File: src/rtl/fte_pkg.sv
package fte_pkg;

  // ==========================================================
  // Code-group widths and the nibble word held in the FIFO.
  localparam int NIB_W = 4;
  localparam int CG_W = 5;
  localparam int WORD_W = 6; // {error, enable, nibble}
  localparam int FIFO_DEPTH = 16;
  localparam int WORD_ER_POS = 5;
  localparam int WORD_EN_POS = 4;

  // ==========================================================
  // Control code-groups.
  localparam logic [4:0] CG_IDLE = 5'h1F; // 11111
  localparam logic [4:0] CG_START1 = 5'h18; // 11000
  localparam logic [4:0] CG_START2 = 5'h11; // 10001
  localparam logic [4:0] CG_END1 = 5'h0D; // 01101
  localparam logic [4:0] CG_END2 = 5'h07; // 00111
  localparam logic [4:0] CG_HALT = 5'h04; // 00100

  // ==========================================================
  // Line timing: one serial bit slot every BIT_DIV core clocks.
  localparam int CORE_CLK_MHZ = 40;
  localparam int BIT_DIV = 2;
  localparam logic [1:0] BIT_CNT_LAST = 2'(BIT_DIV - 1);
  localparam logic [2:0] SYM_LAST_BIT = 3'h4;

  // ==========================================================
  // Scrambler seed and reset values.
  localparam logic [10:0] LFSR_RESET = 11'h7FF;
  localparam logic [6:0] SEED_LOW = 7'h7F;
  localparam logic [4:0] PIN_RESET = 5'h00;

  // ==========================================================
  // Transmit sequencing states.
  typedef enum logic [2:0] {
    FTE_ST_IDLE = 3'b000,
    FTE_ST_K = 3'b001,
    FTE_ST_DATA = 3'b010,
    FTE_ST_R = 3'b011
  } fte_state_e;

  // MLT-3 line levels.
  typedef enum logic [1:0] {
    FTE_MLT_ZERO_UP = 2'b00,
    FTE_MLT_POS = 2'b01,
    FTE_MLT_ZERO_DN = 2'b10,
    FTE_MLT_NEG = 2'b11
  } fte_mlt_e;

endpackage

File: src/rtl/fte_fifo.sv
`timescale 1ns/1ps
`default_nettype none

module fte_fifo #(
  parameter int WIDTH = 6,
  parameter int DEPTH = 16
) (
  // Clock and reset.
  input wire logic core_clk,
  input wire logic rst,
  // Filling side.
  input wire logic in_valid,
  output logic in_ready,
  input wire logic [WIDTH-1:0] in_data,
  // Draining side.
  output logic out_valid,
  input wire logic out_ready,
  output logic [WIDTH-1:0] out_data
);

  localparam int AW = $clog2(DEPTH);

  logic [WIDTH-1:0] mem [DEPTH];
  logic [AW:0] wr_ptr_reg;
  logic [AW:0] rd_ptr_reg;
  logic full;
  logic empty;

  // Full when pointers differ only in the wrap bit.
  assign full = (wr_ptr_reg[AW] != rd_ptr_reg[AW]) && (wr_ptr_reg[AW-1:0] == rd_ptr_reg[AW-1:0]);
  assign empty = (wr_ptr_reg == rd_ptr_reg);
  assign in_ready = !full;
  assign out_valid = !empty;
  assign out_data = mem[rd_ptr_reg[AW-1:0]];

  // Storage write.
  always_ff @(posedge core_clk) begin
    if (in_valid && !full) begin
      mem[wr_ptr_reg[AW-1:0]] <= in_data;
    end
  end

  // Write pointer.
  always_ff @(posedge core_clk) begin
    if (rst) begin
      wr_ptr_reg <= '0;
    end else if (in_valid && !full) begin
      wr_ptr_reg <= wr_ptr_reg + {{AW{1'b0}}, 1'b1};
    end
  end

  // Read pointer.
  always_ff @(posedge core_clk) begin
    if (rst) begin
      rd_ptr_reg <= '0;
    end else if (out_ready && !empty) begin
      rd_ptr_reg <= rd_ptr_reg + {{AW{1'b0}}, 1'b1};
    end
  end

endmodule

`default_nettype wire

File: src/rtl/fte_tx_encoder.sv
// Operation
// - Each transmit nibble maps to its fixed 5-bit data code-group.
// - Frame start sends 11000 then 10001 in place of two preamble nibbles.
// - When enable drops, send end pair 01101 then 00111.
// - Between frames send idle 11111 continuously.
// - Code-group 00100 is the halt (error) symbol.
// - Invalid, delimiter or idle code-groups inside a data field are flagged as errors.
// - Scrambler is a closed-loop 11-bit LFSR.
// - Each serial bit is XORed with the LFSR output.
// - Scrambler seed comes from port address bits 4 to 1.
// - A bypass input sends data past the scrambler unchanged.
// - Scrambled stream is NRZI coded, toggling on each one.
// - NRZI becomes two drive streams with alternating one events (MLT-3).
// - Line output is MLT-3 only; no plain binary mode exists.
// - Accepts 4-bit nibbles and produces the serial line stream.
// - Transmission follows the standard transmit state sequence.
`timescale 1ns/1ps
`default_nettype none

module fte_tx_encoder (
  // Clock and reset.
  input wire logic core_clk,
  input wire logic rst,
  // Nibble transmit side.
  input wire logic mii_tx_en,
  input wire logic mii_tx_er,
  input wire logic [fte_pkg::NIB_W-1:0] mii_txd,
  output logic mii_tx_ready,
  // Configuration pins.
  input wire logic [4:0] port_address_pins,
  input wire logic scrambler_bypass,
  // Line side.
  output logic line_bit_en,
  output logic nrzi_out,
  output logic drive_pos,
  output logic drive_neg,
  // Status.
  output logic data_field_err
);

  import fte_pkg::*;

  // ==========================================================
  // Helper functions.

  // Maps a data nibble onto its code-group.
  function automatic logic [4:0] encode_nibble(input logic [3:0] nib);
    logic [4:0] cg;
    cg = CG_IDLE;
    case (nib)
      4'h0: cg = 5'h1E;
      4'h1: cg = 5'h09;
      4'h2: cg = 5'h14;
      4'h3: cg = 5'h15;
      4'h4: cg = 5'h0A;
      4'h5: cg = 5'h0B;
      4'h6: cg = 5'h0E;
      4'h7: cg = 5'h0F;
      4'h8: cg = 5'h12;
      4'h9: cg = 5'h13;
      4'hA: cg = 5'h16;
      4'hB: cg = 5'h17;
      4'hC: cg = 5'h1A;
      4'hD: cg = 5'h1B;
      4'hE: cg = 5'h1C;
      4'hF: cg = 5'h1D;
      default: cg = CG_IDLE;
    endcase
    return cg;
  endfunction

  // True when a code-group may not stand in a data field: one of the
  // eight invalid groups or a delimiter or idle group.
  function automatic logic bad_in_data(input logic [4:0] cg);
    logic bad;
    bad = 1'b0;
    case (cg)
      5'h00, 5'h01, 5'h02, 5'h03, 5'h05, 5'h06, 5'h08, 5'h0C: bad = 1'b1;
      CG_IDLE, CG_START1, CG_START2, CG_END1, CG_END2: bad = 1'b1;
      default: bad = 1'b0;
    endcase
    return bad;
  endfunction

  // Steps the MLT-3 level on a one event: zero, plus, zero, minus.
  function automatic fte_mlt_e mlt_step(input fte_mlt_e m);
    fte_mlt_e n;
    n = FTE_MLT_ZERO_UP;
    case (m)
      FTE_MLT_ZERO_UP: n = FTE_MLT_POS;
      FTE_MLT_POS: n = FTE_MLT_ZERO_DN;
      FTE_MLT_ZERO_DN: n = FTE_MLT_NEG;
      FTE_MLT_NEG: n = FTE_MLT_ZERO_UP;
      default: n = FTE_MLT_ZERO_UP;
    endcase
    return n;
  endfunction

  // ==========================================================
  // Input FIFO: a word is pushed while enable is high plus one end
  // marker with enable low, so the frame end travels in order.
  logic en_prev_reg;
  logic fifo_in_valid;
  logic fifo_in_ready;
  logic fifo_out_valid;
  logic fifo_pop;
  logic [WORD_W-1:0] fifo_out_data;
  logic head_en;
  logic head_er;
  logic [3:0] head_nib;

  // Tracks enable so the falling edge produces the end marker.
  always_ff @(posedge core_clk) begin
    if (rst) begin
      en_prev_reg <= 1'b0;
    end else if (fifo_in_ready) begin
      en_prev_reg <= mii_tx_en;
    end
  end

  assign fifo_in_valid = mii_tx_en || en_prev_reg;
  assign mii_tx_ready = fifo_in_ready;

  fte_fifo #(
    .WIDTH(WORD_W),
    .DEPTH(FIFO_DEPTH)
  ) u_fifo (
    .core_clk(core_clk),
    .rst(rst),
    .in_valid(fifo_in_valid),
    .in_ready(fifo_in_ready),
    .in_data({mii_tx_er, mii_tx_en, mii_txd}),
    .out_valid(fifo_out_valid),
    .out_ready(fifo_pop),
    .out_data(fifo_out_data)
  );

  assign head_er = fifo_out_data[WORD_ER_POS];
  assign head_en = fifo_out_data[WORD_EN_POS];
  assign head_nib = fifo_out_data[3:0];

  // ==========================================================
  // Pin synchronisers: three stages, a change is taken once the
  // second and third stages agree.
  logic [4:0] pin_s1_reg;
  logic [4:0] pin_s2_reg;
  logic [4:0] pin_s3_reg;
  logic [4:0] pin_filt_reg;

  // Synchroniser chain; it runs through reset so that the pins have
  // settled by the time the seed is taken after release.
  always_ff @(posedge core_clk) begin
    pin_s1_reg <= {scrambler_bypass, port_address_pins[4:1]};
    pin_s2_reg <= pin_s1_reg;
    pin_s3_reg <= pin_s2_reg;
  end

  // Filtered pin levels, also kept up to date during reset.
  always_ff @(posedge core_clk) begin
    if (pin_s2_reg == pin_s3_reg) begin
      pin_filt_reg <= pin_s3_reg;
    end
  end

  // ==========================================================
  // Bit-slot divider.
  logic [1:0] div_cnt_reg;
  logic bit_en;

  // Produces one enable pulse per line bit slot.
  always_ff @(posedge core_clk) begin
    if (rst) begin
      div_cnt_reg <= '0;
    end else if (div_cnt_reg == BIT_CNT_LAST) begin
      div_cnt_reg <= '0;
    end else begin
      div_cnt_reg <= div_cnt_reg + 2'h1;
    end
  end

  assign bit_en = (div_cnt_reg == BIT_CNT_LAST);

  // ==========================================================
  // Symbol sequencing.
  fte_state_e state_reg;
  fte_state_e state_next;
  logic [2:0] bit_idx_reg;
  logic [4:0] shift_reg;
  logic [4:0] cg_next;
  logic sym_load;
  logic pop_next;

  assign sym_load = bit_en && (bit_idx_reg == SYM_LAST_BIT);
  assign fifo_pop = sym_load && pop_next;

  // Chooses the next code-group and whether it consumes the FIFO head.
  always_comb begin
    state_next = state_reg;
    cg_next = CG_IDLE;
    pop_next = 1'b0;
    case (state_reg)
      FTE_ST_IDLE: begin
        if (fifo_out_valid) begin
          pop_next = 1'b1;
          if (head_en) begin
            cg_next = CG_START1;
            state_next = FTE_ST_K;
          end
        end
      end
      FTE_ST_K: begin
        cg_next = CG_START2;
        pop_next = fifo_out_valid && head_en;
        state_next = FTE_ST_DATA;
      end
      FTE_ST_DATA: begin
        if (!fifo_out_valid) begin
          cg_next = CG_HALT;
        end else if (!head_en) begin
          pop_next = 1'b1;
          cg_next = CG_END1;
          state_next = FTE_ST_R;
        end else begin
          pop_next = 1'b1;
          cg_next = head_er ? CG_HALT : encode_nibble(head_nib);
        end
      end
      FTE_ST_R: begin
        cg_next = CG_END2;
        state_next = FTE_ST_IDLE;
      end
      default: begin
        state_next = FTE_ST_IDLE;
      end
    endcase
  end

  // State advances once per code-group boundary.
  always_ff @(posedge core_clk) begin
    if (rst) begin
      state_reg <= FTE_ST_IDLE;
    end else if (sym_load) begin
      state_reg <= state_next;
    end
  end

  // Serialiser: most significant code bit leaves first.
  always_ff @(posedge core_clk) begin
    if (rst) begin
      bit_idx_reg <= '0;
      shift_reg <= CG_IDLE;
    end else if (sym_load) begin
      bit_idx_reg <= '0;
      shift_reg <= cg_next;
    end else if (bit_en) begin
      bit_idx_reg <= bit_idx_reg + 3'h1;
      shift_reg <= {shift_reg[3:0], 1'b0};
    end
  end

  // Flags a code-group placed in a data field that is not legal there.
  always_ff @(posedge core_clk) begin
    if (rst) begin
      data_field_err <= 1'b0;
    end else begin
      data_field_err <= sym_load && (state_reg == FTE_ST_DATA) && pop_next && head_en
        && bad_in_data(cg_next);
    end
  end

  // ==========================================================
  // Scrambler, closed loop with taps on stages 11 and 9.
  logic [10:0] lfsr_reg;
  logic seed_pending_reg;
  logic lfsr_out;
  logic scr_bit;

  assign lfsr_out = lfsr_reg[10] ^ lfsr_reg[8];
  assign scr_bit = pin_filt_reg[4] ? shift_reg[4] : (shift_reg[4] ^ lfsr_out);

  // Seed is loaded at the first bit slot after reset release.
  always_ff @(posedge core_clk) begin
    if (rst) begin
      seed_pending_reg <= 1'b1;
    end else if (!bit_en) begin
      seed_pending_reg <= seed_pending_reg;
    end else begin
      seed_pending_reg <= 1'b0;
    end
  end

  // LFSR advances one step per bit slot.
  always_ff @(posedge core_clk) begin
    if (rst) begin
      lfsr_reg <= LFSR_RESET;
    end else if (bit_en && seed_pending_reg) begin
      lfsr_reg <= {pin_filt_reg[3:0], SEED_LOW};
    end else if (bit_en) begin
      lfsr_reg <= {lfsr_reg[9:0], lfsr_out};
    end
  end

  // ==========================================================
  // NRZI and MLT-3 line coding; only the MLT-3 pair drives the line.
  fte_mlt_e mlt_reg;
  fte_mlt_e mlt_after;

  // NRZI level toggles on every one bit.
  always_ff @(posedge core_clk) begin
    if (rst) begin
      nrzi_out <= 1'b0;
    end else if (bit_en && scr_bit) begin
      nrzi_out <= !nrzi_out;
    end
  end

  // Level after this edge: each one event takes one step of the cycle.
  always_comb begin
    mlt_after = mlt_reg;
    if (bit_en && scr_bit) begin
      mlt_after = mlt_step(mlt_reg);
    end
  end

  // Each one event steps the line through zero, plus, zero, minus.
  always_ff @(posedge core_clk) begin
    if (rst) begin
      mlt_reg <= FTE_MLT_ZERO_UP;
    end else begin
      mlt_reg <= mlt_after;
    end
  end

  // Drive phases take the level after this edge, so they move together
  // with nrzi_out and the bit strobe instead of one cycle behind.
  always_ff @(posedge core_clk) begin
    if (rst) begin
      drive_pos <= 1'b0;
      drive_neg <= 1'b0;
      line_bit_en <= 1'b0;
    end else begin
      drive_pos <= (mlt_after == FTE_MLT_POS);
      drive_neg <= (mlt_after == FTE_MLT_NEG);
      line_bit_en <= bit_en;
    end
  end

endmodule

`default_nettype wire

File: config.mk
export PLATFORM = sky130hd
export DESIGN_NAME = fte_tx_encoder
export DESIGN_NICKNAME = d
export VERILOG_FILES = /design/src/rtl/fte_pkg.sv /design/src/rtl/fte_fifo.sv /design/src/rtl/fte_tx_encoder.sv
export SDC_FILE = /design/constraint.sdc
export NUM_CORES = 1
export LEC_CHECK = 0
export ABC_AREA = 1
export BUFFER_PORTS_ARGS = -buffer_cell sky130_fd_sc_hd__buf_4
export CAP_MARGIN = 5
export CORE_AREA = 5 5 158 160
export CTS_CLUSTER_SIZE = 14
export DETAILED_ROUTE_END_ITERATION = 12
export DIE_AREA = 0 0 163 165
export SLEW_MARGIN = 20
export SYNTH_ARGS = -nofsm -noshare
export SYNTH_HDL_FRONTEND = slang
export SYNTH_HIERARCHICAL = 1
export SYNTH_SLANG_ARGS = --single-unit
export TNS_END_PERCENT = 100
File: constraint.sdc
create_clock -name core_clk -period 4 [get_ports core_clk]
set_input_delay 0.2 -clock core_clk [delete_from_list [all_inputs] [get_ports core_clk]]
set_output_delay 0.2 -clock core_clk [all_outputs]
set_load 0.02 [all_outputs]
-- Word-level counts from Yosys, hierarchy flattened
Memories as Yosys holds them, arrays and structs flattened. A register that Yosys moved wholly into a read port is not among the register bits.
Cells that the tools add are included.
- register bits after elaboration: 63
- logic and storage cells: 97
- RAM bits: 96
- input bits: 14
- memories kept: 3
- ROM bits: 112
- output and inout bits: 6
- reductions and logical operators: 25
- add/subtract/negate cells: 4
- equality and inequality tests: 18
- bitwise gates (word level): 2
- mux-type cells: 25
- memory list (memory ; depth ; bits a word ; read ports ; clocked after Yosys merged registers in ; wr ports ; RTL line ; text):
    u_fifo.mem ; 16 ; 6 ; 1 ; 1 ; 1 ; fte_fifo.sv:23 ; logic [WIDTH-1:0] mem [DEPTH];
    (no name shown) ; 16 ; 5 ; 1 ; 0 ; 0 ; fte_tx_encoder.sv:50 ; case (nib)
    (no name shown) ; 32 ; 1 ; 1 ; 0 ; 0 ; fte_tx_encoder.sv:77 ; case (cg)
- operator list (cell ; number):
    $mux 5 ; 5
    $mux 11 ; 2
    $pmux 5 s4 ; 1
    $mux 3 ; 6
    $logic_and 1x1->1 ; 12
    $add 5x1->5 const B ; 2
    $eq 5x5->1 ; 2
    $pmux 3 s3 ; 1
    $mux 4 ; 2
    $ne 2x2->1 const B ; 4
    $pmux 2 s4 ; 1
    $reduce_or 2->1 ; 4
    $eq 2x1->1 const B ; 3
    $eq 2x2->1 const B ; 3
    $eq 3x2->1 const B ; 2
    $mux 1 ; 5
    $reduce_and 5->1 ; 1
    $eq 4x4->1 ; 1
    $reduce_bool 2->1 ; 2
    $add 3x1->3 const B ; 1
    $eq 3x1->1 const B ; 1
    $eq 3x3->1 const B ; 1
    $logic_not 1->1 ; 3
    $logic_not 3->1 ; 1
    other kinds (7) ; 8

-- Logic depth before layout (Yosys ltp)
- word-level depth: 8
- mapped depth: 19
- mapped depth without buffers: 17

-- Hierarchy
Netlist, hierarchy kept.
- by module, submodules not included (module ; cells each ; seq. area each (sq um) ; instances ; area an instance (sq um)):
    fte_fifo ; 435 ; 3163.0 ; 1 ; 4734.5
    fte_tx_encoder ; 262 ; 1091.0 ; 1 ; 2168.3

-- Worst setup path after synthesis
OpenSTA, ideal clock, no wires.
- kind: register -> register
- start point: reg with a tool-made name
- end point: reg u_fifo.rd_ptr_reg[4]
- data required time: 3.885 ns
- buffers on the path: 2
- period minus slack after synthesis: 2.201 ns
- library setup time: 0.115 ns
- data arrival time: 2.086 ns
- path slack: 1.799 ns
- stages on the path, launching flop included: 16
- cells stage by stage: dfxtp_1 buf_2 buf_1 o211ai_1 nand3_1 nand3_1 nand2_1 inv_1 o21ai_0 nand4_1 inv_1 nand2_1 nor3_1 nand3_1 nand2_1 nor2_1
- RTL lines (what ; RTL line ; text):
    end signal: assignment ; fte_fifo.sv:57 ; rd_ptr_reg <= rd_ptr_reg + {{AW{1'b0}}, 1'b1};
    end: declaration ; fte_fifo.sv:25 ; logic [AW:0] rd_ptr_reg;

==> results list <==
* Final weighted congestion in routability-driven placement: approximately 0.8
- Overall track demand over capacity in global routing: 0.106
* Slew @ Worst Pin: 0.994 ns
* Worst slew margin relative to its limit: 0.332
* Highest-count cells in the layout ignoring fill and taps: 117 x nand2_1, 101 x edfxtp_1, 92 x inv_1
- CP required: ~4.3 ns
- Die Footprint: 26900 sq um
- Util after Layout: 0.345
- Pwr/cell area: just under 500 nW/um^2
- Number of pins with negative max-slew slack in the final report: 0
- Number of CTS-inserted buffers: 17
- Post-Syn Instances: approximately 700
- Max-cap violations in this run came to 0.
- The die is roughly 160 um wide.
- Fmax: ~330 MHz
- The pre-antenna-repair detailed-routing pass consisted of 5 iterations.
- The min-delay analysis places its worst path in the category primary input to register.
- Clock slew at reported path FFs: approximately 0.06 ns
- The number of antenna violations at the first check in global routing was 0.
* Kind of end point of the critical path: register
- Residual DRC: 0
* Placeable core region: 23300 sq um
- P_leak: around 3.1 nW
- Count of input and output buffers: 18
- Post-synthesis instance area: slightly below 7000 sq um
* Post-route worst setup slack: about 1 ns
- Worst clock skew on the final layout: 0.00904 ns
- The total overflow left after global routing is 0.
- Clock tree synthesis found a total of approximately 160 sinks.
- Share of final-layout standard cells stronger than drive strength 1: 0.131
- Maximum number of buffers from clock root to sink: 2
- H-tree depth: 4
* HPWL after detailed placement: 8980 um
* Area of all placed cells without fillers: roughly 8000 sq um
- TritonCTS clock tree: done
- Root buf cell: clkbuf_16
- Crit share post-route: 0.750
* Placed cell area: 7370 sq um
* Sum of negative setup slack: 0 ns
- The detailed router finished its first iteration with 285 violations.
- Synthesis inferred ~160 register bits.
* Synth unique cells: 38
- Subtracting the final worst setup slack from the clock period gives around 3 ns.
- Final setup violation count: 0
- Height of the die: 165 um
- Via total after detailed routing: roughly 4700
- Timing analysis after detailed placement gives a worst setup slack of about 1.0 ns.
- Initial Util: 0.297
* Outcome: finished, final reports clean
- Dividing the synthesized area by the synthesized cell count gives between 9 and 10 sq um.
* Arrival @ worst endpoint: 3.32 ns
- # rows: 56
- The number of setup buffers added after CTS is 0.
* Unrepaired setup endpoints after global routing: no
- The number of global-route vias before repair came to roughly 4400.
- Total power: 3.88 mW
- In the synthesized netlist the dominant register cell turns out to be edfxtp_1.
* Share of the yosys chip area belonging to registers: 0.616
- STA classifies the critical path startpoint as a register.
- Number of diodes added for antenna fixing: 0
- Wire length of the first global-routing pass: between 20000 and 25000 um
- Entering global routing, the biggest net connects 41 pins.
- Avg WL per Cell: approximately 13 um
- Yosys mapped a number of flops with a built-in enable equal to ~100.
- Clock latency on the worst-skew pair: about 0.43 ns
* Count of antenna-violating nets left after detailed routing: 0
- Max rail drop VDD: 0.000304 V
- Yosys printed 6 warnings.
- Area delta synth->final: 16.3%
- Number of filler cells placed in the layout: roughly 2400
- Using the TritonRoute via totals, the vias-per-cell ratio works out to around 4.4.
- The hold violation count in the final report is 0.
- Number of top-level design ports: 20
* Critical-path maximum fanout: 22
- After the last flow step, the layout net total stands at between 700 and 800.
- Leaving out fill and tap cells, the most frequent cell in the layout is nand2_1.
- Fraction of registers with async set or reset after synthesis: 0
* Class of the most critical setup path: register to register
- Post-synth net total: between 700 and 800
- After detailed routing, the total wire length is 13600 um.
- The register with the most flip-flops in the layout has 96 of them.
-- layout make-up --
class	instances	area [sq um]	share of cell area
Clock buffer	17	425	0.0530
Clock inverter	14	179	0.0223
Inverter	104	390	0.0486
Multi-Input combinational cell	408	2150	0.268
Sequential cell	162	4260	0.530
Tap cell	319	399	0.0497
Timing Repair Buffer	28	223	0.0278
-- cells in the mapped netlist, types with 4 or more instances --
master | n | area share
a21oi_1 | 44 | 0.032
a31oi_1 | 6 | 0.0054
buf_1 | 4 | 0.0022
buf_2 | 8 | 0.0058
clkbuf_1 | 9 | 0.0049
dfxtp_1 | 61 | 0.18
edfxtp_1 | 101 | 0.44
ha_1 | 14 | 0.025
inv_1 | 92 | 0.050
inv_2 | 9 | 0.0049
nand2_1 | 117 | 0.064
nand2_2 | 10 | 0.0091
nand3_1 | 66 | 0.048
nand3_2 | 4 | 0.0058
nor2_1 | 50 | 0.027
nor2_2 | 7 | 0.0063
nor3_1 | 5 | 0.0036
o211ai_1 | 25 | 0.027
o21ai_0 | 33 | 0.024
xor2_1 | 7 | 0.0089
-- report_power, final --
part           leakage [nW]  internal, mW  total, mW  switching (mW)
registers              1.42          1.85       1.88          0.0337
logic                  1.39         0.112      0.339           0.227
clock network         0.289         0.989       1.67           0.677
-- path summary, 6_finish.rpt --
path                      start                   end  slack, ns  depth (start not counted)
hold / removal              rst            mlt_reg[1]       0.06                          2
setup / recovery       register  u_fifo/rd_ptr_reg[4]       1.00                         15
hold reg to reg   pin_s1_reg[4]         pin_s2_reg[4]       0.32                          0
setup reg to reg       register  u_fifo/rd_ptr_reg[4]       1.00                         15
-- worst max-delay path, stage by stage (launching register included) --
cell and delay [ns]:
dfxtp_1 0.61, buf_4 0.36, a21oi_1 0.13, o21ai_0 0.13, nand3_1 0.13, nand3_1 0.14, nand2_1 0.25, inv_1 0.09
o21ai_0 0.15, nand4_1 0.09, inv_1 0.21, nand2_1 0.11, nor3_1 0.23, nand3_1 0.12, nand2_1 0.09, nor2_1 0.04
-- per-layer routing --
layer / global-route usage / part of all wire / up-vias
li1: - / - / 2374
met1: 0.132 / 0.46 / 2215
met2: 0.175 / 0.49 / 61
met3: 0.0292 / 0.031 / 25
met4: 0.0419 / 0.023 / 0
met5: 0 / 0 / -
-- metrics by stage --
| stage | hold slack (ns) | std cells |
|---|---|---|
| final | 0.0551 | 1052 |
| after global routing | 0.0371 | 1052 |
| after CTS | 0.0365 | 1052 |
| after detailed placement | 0.306 | 1016 |
| after global placement | 0.305 | 1016 |
| after floorplan | 0.228 | 697 |
-- timing repair --
| item | in CTS | in global routing |
|---|---|---|
| hold buffers | 5 | 0 |
| endpoints found under the hold margin | 5 | 0 |
| gates resized for setup | 0 | 0 |
-- logic make-up (layout without fill, tap and decap cells) --
logic type | count (synthesis) | count (layout) | share of synthesized area
xor+xnor | 8 | 8 | 0.0102
compound gates | 113 | 113 | 0.0944
fa+ha+maj | 14 | 14 | 0.0254
buf+inv | 127 | 163 | 0.0718
simple gates | 273 | 273 | 0.182
flops | 162 | 162 | 0.616
(Power assumes the default switching activity.)
